## src/capture_timer_pkg.sv

```systemverilog
// Purpose: Shared constants for the two-channel 16-bit capture timer core.
// Assumes: Registers are word aligned; byte address is four times the index.
// Notes: Each printed register offset is kept here as a register index.

// ==========================================================================
// Package
// ==========================================================================
package capture_timer_pkg;

	// Bus geometry.
	localparam int unsigned ADDR_W = 10;
	localparam int unsigned DATA_W = 32;
	localparam int unsigned BE_W = 4;
	localparam int unsigned IDX_LSB = 2;
	localparam int unsigned CH_NUM = 2;

	// Register indices, one entry per channel (channel one first); the two interrupt registers have one index each.
	localparam logic [7:0] IDX_CNT_LOW [CH_NUM] = '{8'hd2, 8'he2};
	localparam logic [7:0] IDX_CNT_HIGH [CH_NUM] = '{8'hd3, 8'he3};
	localparam logic [7:0] IDX_PER_LOW [CH_NUM] = '{8'hd4, 8'he4};
	localparam logic [7:0] IDX_PER_HIGH [CH_NUM] = '{8'hd5, 8'he5};
	localparam logic [7:0] IDX_CTRL [CH_NUM] = '{8'hd6, 8'he6};
	localparam logic [7:0] IDX_IRQ_STATUS = 8'hf0;
	localparam logic [7:0] IDX_IRQ_MASK = 8'hf1;

	// Control register layout.
	localparam int unsigned CTRL_MODE_LSB = 0;
	localparam int unsigned CTRL_CLEAR_BIT = 2;
	localparam int unsigned CTRL_RUN_BIT = 3;
	localparam int unsigned CTRL_W = 4;

	// Values of the timer_mode_select field.
	localparam logic [1:0] MODE_AUTO_RELOAD = 2'h0;
	localparam logic [1:0] MODE_CAPTURE_RISE = 2'h1;
	localparam logic [1:0] MODE_CAPTURE_FALL = 2'h2;
	localparam logic [1:0] MODE_CAPTURE_ANY = 2'h3;

	// Reset values and counter limits.
	localparam logic [15:0] CNT_RESET = 16'h0000;
	localparam logic [15:0] CNT_MAX = 16'hffff;
	localparam logic [15:0] CNT_ONE = 16'h0001;
	localparam logic [15:0] PER_RESET = 16'h0000;
	localparam logic [CTRL_W-1:0] CTRL_RESET = 4'h0;
	localparam logic [CH_NUM-1:0] IRQ_RESET = 2'h0;
	localparam logic [DATA_W-1:0] RDATA_RESET = 32'h0000_0000;

endpackage

```

## src/capture_timer_counter.sv

```systemverilog
// Purpose: Counter core of two 16-bit timer channels behind an Avalon-MM
//          slave, with sticky per-channel interrupt flags and a mask.
// Assumes: One clock, ref_clk at 125 MHz; all bus inputs on that clock.
// Notes: Counters advance once per ref_clk cycle while their run bit is set and their clear bit is not.
//
// Register access over Avalon-MM was decided locally.
`timescale 1ns/10ps

// ==========================================================================
// Top module
// ==========================================================================
module capture_timer_counter
(
	input wire logic ref_clk,
	input wire logic rst_n,
	input wire logic [capture_timer_pkg::ADDR_W-1:0] avs_address,
	input wire logic avs_read,
	input wire logic avs_write,
	input wire logic [capture_timer_pkg::DATA_W-1:0] avs_writedata,
	input wire logic [capture_timer_pkg::BE_W-1:0] avs_byteenable,
	output logic [capture_timer_pkg::DATA_W-1:0] avs_readdata,
	output logic avs_waitrequest,
	output logic irq
);
	import capture_timer_pkg::*;

	// ======================================================================
	// Functions
	// ======================================================================

	// One count step. The top bit flags the wrap back to zero. In any
	// capture mode the wrap point is 65535; in auto-reload it is N minus
	// one, so N of zero also gives a period of 65536 counts.
	function automatic logic [16:0] count_step
	(
		input logic [15:0] cnt,
		input logic [15:0] period,
		input logic [1:0] mode
	);
		logic [15:0] top;
		if (mode == MODE_AUTO_RELOAD)
		begin
			top = period - CNT_ONE;
		end
		else
		begin
			top = CNT_MAX;
		end
		if (cnt == top)
		begin
			count_step = {1'b1, CNT_RESET};
		end
		else
		begin
			count_step = {1'b0, cnt + CNT_ONE};
		end
	endfunction

	// Write hit on one register index, low byte lane enabled.
	function automatic logic wr_hit
	(
		input logic [7:0] idx,
		input logic [7:0] target,
		input logic strobe
	);
		wr_hit = strobe && (idx == target);
	endfunction

	// ======================================================================
	// State
	// ======================================================================
	logic [15:0] cnt_reg [CH_NUM];
	logic [15:0] cnt_next [CH_NUM];
	logic [15:0] period_reg [CH_NUM];
	logic [15:0] period_next [CH_NUM];
	logic [CTRL_W-1:0] ctrl_reg [CH_NUM];
	logic [CTRL_W-1:0] ctrl_next [CH_NUM];
	logic [CH_NUM-1:0] status_reg;
	logic [CH_NUM-1:0] status_next;
	logic [CH_NUM-1:0] mask_reg;
	logic [CH_NUM-1:0] mask_next;
	logic wait_reg;
	logic wait_next;
	logic [DATA_W-1:0] rdata_reg;
	logic [DATA_W-1:0] rdata_next;
	logic irq_reg;
	logic irq_next;

	logic [7:0] reg_idx;
	logic wr_strobe;
	logic [16:0] step [CH_NUM];
	logic [CH_NUM-1:0] wrap_event;
	logic [CH_NUM-1:0] w1c;
	logic [DATA_W-1:0] rd_mux;

	// Byte address to register index; lower two bits select no register.
	assign reg_idx = avs_address[IDX_LSB +: 8];

	// A write takes effect only at the edge where the master sees
	// waitrequest low, and only when the byte lane holding data is enabled.
	assign wr_strobe = avs_write && !wait_reg && avs_byteenable[0];

	// ======================================================================
	// Counters and per-channel control
	// ======================================================================

	// Counting, clearing and control writes. Counter registers have no
	// write path at all, so a write to them is silently dropped.
	always_comb
	begin
		for (int ch = 0; ch < CH_NUM; ch++)
		begin
			cnt_next[ch] = cnt_reg[ch];
			period_next[ch] = period_reg[ch];
			ctrl_next[ch] = ctrl_reg[ch];
			wrap_event[ch] = 1'b0;
			step[ch] = count_step(cnt_reg[ch], period_reg[ch],
				ctrl_reg[ch][CTRL_MODE_LSB +: 2]);
			if (ctrl_reg[ch][CTRL_CLEAR_BIT])
			begin
				cnt_next[ch] = CNT_RESET;
			end
			else if (ctrl_reg[ch][CTRL_RUN_BIT])
			begin
				cnt_next[ch] = step[ch][15:0];
				wrap_event[ch] = step[ch][16];
			end
			if (wr_hit(reg_idx, IDX_PER_LOW[ch], wr_strobe))
			begin
				period_next[ch][7:0] = avs_writedata[7:0];
			end
			if (wr_hit(reg_idx, IDX_PER_HIGH[ch], wr_strobe))
			begin
				period_next[ch][15:8] = avs_writedata[7:0];
			end
			if (wr_hit(reg_idx, IDX_CTRL[ch], wr_strobe))
			begin
				ctrl_next[ch] = avs_writedata[CTRL_W-1:0];
			end
		end
	end

	// Register the counter state.
	always_ff @(posedge ref_clk or negedge rst_n)
	begin
		if (!rst_n)
		begin
			for (int ch = 0; ch < CH_NUM; ch++)
			begin
				cnt_reg[ch] <= CNT_RESET;
				period_reg[ch] <= PER_RESET;
				ctrl_reg[ch] <= CTRL_RESET;
			end
		end
		else
		begin
			for (int ch = 0; ch < CH_NUM; ch++)
			begin
				cnt_reg[ch] <= cnt_next[ch];
				period_reg[ch] <= period_next[ch];
				ctrl_reg[ch] <= ctrl_next[ch];
			end
		end
	end

	// ======================================================================
	// Interrupt flags
	// ======================================================================

	// Sticky timer_irq_flag bits, cleared by writing one. The set is
	// applied after the clear so an event in the clearing cycle survives.
	always_comb
	begin
		w1c = '0;
		mask_next = mask_reg;
		if (wr_hit(reg_idx, IDX_IRQ_STATUS, wr_strobe))
		begin
			w1c = avs_writedata[CH_NUM-1:0];
		end
		if (wr_hit(reg_idx, IDX_IRQ_MASK, wr_strobe))
		begin
			mask_next = avs_writedata[CH_NUM-1:0];
		end
		status_next = (status_reg & ~w1c) | wrap_event;
		irq_next = |(status_next & mask_next);
	end

	// Register the interrupt state.
	always_ff @(posedge ref_clk or negedge rst_n)
	begin
		if (!rst_n)
		begin
			status_reg <= IRQ_RESET;
			mask_reg <= IRQ_RESET;
			irq_reg <= 1'b0;
		end
		else
		begin
			status_reg <= status_next;
			mask_reg <= mask_next;
			irq_reg <= irq_next;
		end
	end

	// ======================================================================
	// Avalon-MM slave
	// ======================================================================

	// Read multiplexer. Narrow registers sit in the low bits; unmapped
	// indices and unused bits read as zero. The high byte is not latched
	// on a low-byte read, so software reading both halves of a running
	// counter may see a carry between the two accesses.
	always_comb
	begin
		rd_mux = RDATA_RESET;
		for (int ch = 0; ch < CH_NUM; ch++)
		begin
			if (reg_idx == IDX_CNT_LOW[ch])
			begin
				rd_mux[7:0] = cnt_reg[ch][7:0];
			end
			if (reg_idx == IDX_CNT_HIGH[ch])
			begin
				rd_mux[7:0] = cnt_reg[ch][15:8];
			end
			if (reg_idx == IDX_PER_LOW[ch])
			begin
				rd_mux[7:0] = period_reg[ch][7:0];
			end
			if (reg_idx == IDX_PER_HIGH[ch])
			begin
				rd_mux[7:0] = period_reg[ch][15:8];
			end
			if (reg_idx == IDX_CTRL[ch])
			begin
				rd_mux[CTRL_W-1:0] = ctrl_reg[ch];
			end
		end
		if (reg_idx == IDX_IRQ_STATUS)
		begin
			rd_mux[CH_NUM-1:0] = status_reg;
		end
		if (reg_idx == IDX_IRQ_MASK)
		begin
			rd_mux[CH_NUM-1:0] = mask_reg;
		end
	end

	// Waitrequest idles high and drops for exactly one cycle per access.
	// That costs one wait state but keeps every bus output on a flop.
	always_comb
	begin
		wait_next = 1'b1;
		rdata_next = rdata_reg;
		if ((avs_read || avs_write) && wait_reg)
		begin
			wait_next = 1'b0;
			if (avs_read)
			begin
				rdata_next = rd_mux;
			end
		end
	end

	// Register the bus answer.
	always_ff @(posedge ref_clk or negedge rst_n)
	begin
		if (!rst_n)
		begin
			wait_reg <= 1'b1;
			rdata_reg <= RDATA_RESET;
		end
		else
		begin
			wait_reg <= wait_next;
			rdata_reg <= rdata_next;
		end
	end

	// Outputs come straight from flops.
	assign avs_readdata = rdata_reg;
	assign avs_waitrequest = wait_reg;
	assign irq = irq_reg;

endmodule

```

## config.mk

```make
export PLATFORM = sky130hd
export DESIGN_NAME = capture_timer_counter
export DESIGN_NICKNAME = d
export VERILOG_FILES = /design/src/capture_timer_pkg.sv /design/src/capture_timer_counter.sv
export SDC_FILE = /design/constraint.sdc
export NUM_CORES = 1
export LEC_CHECK = 0
export CAP_MARGIN = 20
export CELL_PAD_IN_SITES_DETAIL_PLACEMENT = 1
export CELL_PAD_IN_SITES_GLOBAL_PLACEMENT = 1
export CORE_UTILIZATION = 27
export CTS_BUF_LIST = sky130_fd_sc_hd__clkbuf_16
export DETAILED_ROUTE_END_ITERATION = 12
export DONT_BUFFER_PORTS = 1
export PLACE_DENSITY_LB_ADDON = 0.1
export SKIP_LAST_GASP = 1
export SYNTH_ARGS = -nofsm -noshare
export SYNTH_HDL_FRONTEND = slang
export SYNTH_SLANG_ARGS = --single-unit
```

## constraint.sdc

```tcl
create_clock -name ref_clk -period 3.45 [get_ports ref_clk]
set_clock_uncertainty 0.15 [all_clocks]
set_input_delay 0.5175 -clock ref_clk [delete_from_list [all_inputs] [get_ports ref_clk]]
set_output_delay 0.5175 -clock ref_clk [all_outputs]
set_load 0.02 [all_outputs]
```

==> flow_summary.yaml <==
yosys:
  synth-simple-area-share_pct: 25.07
  synthAdderAreaFrac_pct: 0.8323
  synth_top_family_by_area: "simple AND/OR/NAND/NOR gates"
  yosys_warnings: 0
  avgSynthCellArea_um2: 8.856
  syn-cell-area_um2: 6013
  synthesis.instances: 679
  ys_ff_latch: 86
  synth-xor-area-share_pct: 7.532
  yosys.area.top_type_share_pct: 35.37
  synth_top_cell_by_area: "dfrtp_1"
  synth_edf_count: 0
  yosysUniqueCellTypes: 77
  yosys_most_used_dff: "dfrtp_1"
  synthTopCellsByArea: "dfrtp_1, mux2_2, nor2_1"
  synth_compound_area_share_pct: 15.31
  ys_seq_area_share_pct: 35.81
  synthMuxAreaShare_pct: 8.552
  async_reset_ff_share_pct: 100.0
floorplan:
  io_pins: 84
  die_w_um: 151.2
  design.core.area_um2: 21820
  rows: 54
  dieArea_um2: 22870
  die_y_um: 151.2
  initial_utilization_pct: 27.55
critical_path:
  critPathCaptureType: "flop"
  required_ns: 3.52
  critPathKind: "reg2reg"
  critPathMaxFanout: 8
  start_kind: "flop"
  critPathArrivalTime_ns: 3.34
sta:
  final_hold_viol_count: 0
  fin_crit_ns: 3.273
  rsz0062_at_grt: "false"
  worst_slew_pin_slew_ns: 0.5938
  tns_ns: 0
  finalSetupViolations: 0
  period_share_pct: 94.88
  max_freq_mhz: 305.5
  slew_viol_final: 0
  slew_headroom_pct: 60.31
detailed_routing:
  wl_um: 20790
  drtIter0Drc: 269
  routedWlPerCell_um: 21.21
  ant_nets: 0
  drc_errors: 0
  num_vias: 5216
  first_pass_iters: 4
  viasPerCell: 5.322
cts:
  clock_latency_ns: 0.36
  cts_tree: "yes"
  cts_num_sinks: 86
  htreeDepth: 3
  clkTransAtPathRegs_ns: 0.07
  cts_buffer_depth: 2
  clockRootBuffer: "clkbuf_16"
  post_cts_buffers: 0
  cts_buffers: 9
flow_run:
  drv_cap: 0
worst_hold_path:
  hold_path.class: "in2reg"
placed_design:
  dp_hpwl_um: 15940
  port-buffer-count: 0
  place_congestion: 0.8226
power_and_ir_drop:
  leakagePower_nw: 2.934
  ir_drop_mv: 0.2138
  power_density_nw_per_um2: 374.1
  p_total_mw: 2.550
finish:
  layout-drive-gt1-share_pct: 18.00
  final_cell_mix: "dfrtp_1, nor2_1, nand2_1, buf_4, o21ai_0"
  nNetsFinal: 749
  fill_cells: 2547
  final_common_cell: "dfrtp_1"
  diodes: 0
  flow.area_growth_from_synthesis_pct: 13.36
grt:
  grt_pass1_vias: 5535
  grt_max_degree: 87
  antenna_found_initial: 0
  grt_usage_pct: 19.54
  grt_pass1_wl_um: 33110
  grt_overflow: 0
run_status:
  status: "finished, final reports clean"
## what timing repair did
action | CTS | global route
gates resized for setup | 0 | 4
hold buffers | 2 | 0
hold endpoints to repair | 86 | 0
setup endpoints to repair | 0 | 16
## Yosys cell counts, drive strengths merged, types with 4 or more instances
cell / count
nand2: 58
clkbuf: 34
o21ai: 44
ha: 4
o31ai: 6
or4: 7
o21a: 4
dfrtp: 85
inv: 13
xnor2: 22
nor4b: 4
a21oi: 17
nor3b: 5
a22oi: 7
nor3: 21
buf: 33
nor2: 60
nand4: 16
and2: 6
a221o: 4
and3: 11
mux2i: 12
nand4b: 7
or4b: 4
o31a: 4
or2: 6
or3: 10
mux2: 35
nand2b: 6
nor4: 22
xor2: 24
nor2b: 7
nand3: 24
a31oi: 5
## stage by stage
stage	setup WS, ns	cells	hold WS [ns]	util, %	area (um2)
floorplan	0.1805	702	0.07191	-	6100
global placement	0.04018	962	0.07413	29.54	6447
detailed placement	0.03383	962	0.07446	29.54	6447
CTS	0.008565	980	0.05543	31.10	6788
global route	0.01952	980	0.1033	31.24	6817
finish	0.1767	980	0.07826	31.24	6817
## worst paths after layout
check	start	endpoint	slack (ns)	depth (start not counted)
worst max-delay path	period_reg[16]$_DFFE_PN0P_	cnt_reg[26]$_DFFE_PN0P_	0.18	13
worst min-delay path	avs_read	avs_waitrequest$_DFF_PN1_	0.08	1
worst max register to register	period_reg[16]$_DFFE_PN0P_	cnt_reg[26]$_DFFE_PN0P_	0.18	13
worst min register to register	status_reg[1]$_DFF_PN0_	status_reg[1]$_DFF_PN0_	0.37	2
max in group asynchronous	rst_n	period_reg[31]$_DFFE_PN0P_	2.20	2
min in group asynchronous	rst_n	avs_readdata[0]$_DFFE_PN0P_	0.57	2
## where the power goes
group,switching (mW),internal [mW]
logic,0.210,0.160
registers,0.0943,1.05
clock network,0.462,0.570
## cells by family (layout without fill, tap and decap cells)
| group | Yosys count | count (layout) |
|---|---|---|
| buf+inv | 80 | 78 |
| flops | 86 | 86 |
| xor+xnor | 48 | 48 |
| compound gates | 133 | 133 |
| other cells | 1 | 24 |
| mux | 47 | 47 |
| simple gates | 280 | 280 |
| fa+ha+maj | 4 | 4 |
## worst max-delay path: stages (launching register included)
cell and delay [ns]:
dfrtp_1 0.39, inv_1 0.08, ha_1 0.18, or4b_4 0.55, or4_1 0.49, nand3_1 0.13, xor2_1 0.07, nor4_1 0.25
buf_4 0.16, o2111ai_2 0.09, buf_4 0.19, buf_4 0.17, nand4b_1 0.11, a31oi_1 0.11
## area by class of cell
class | count | area [um2] | share of cell area [%]
Inverter | 13 | 48.80 | 0.7159
Multi-Input combinational cell | 536 | 3571 | 52.39
Timing Repair Buffer | 49 | 390.4 | 5.727
Sequential cell | 86 | 2153 | 31.59
Tap cell | 280 | 350.3 | 5.139
Clock inverter | 7 | 77.57 | 1.138
Clock buffer | 9 | 225.2 | 3.304
## routing by layer
metal | up-vias | global-route usage [%] | share of wire, %
met1 | 2677 | 24.36 | 45
met3 | 23 | 3.584 | 2.3
li1 | 2459 | - | -
met5 | - | 0 | 0
met2 | 57 | 33.90 | 51
met4 | 0 | 5.850 | 2.0
(Power assumes the default switching activity.)
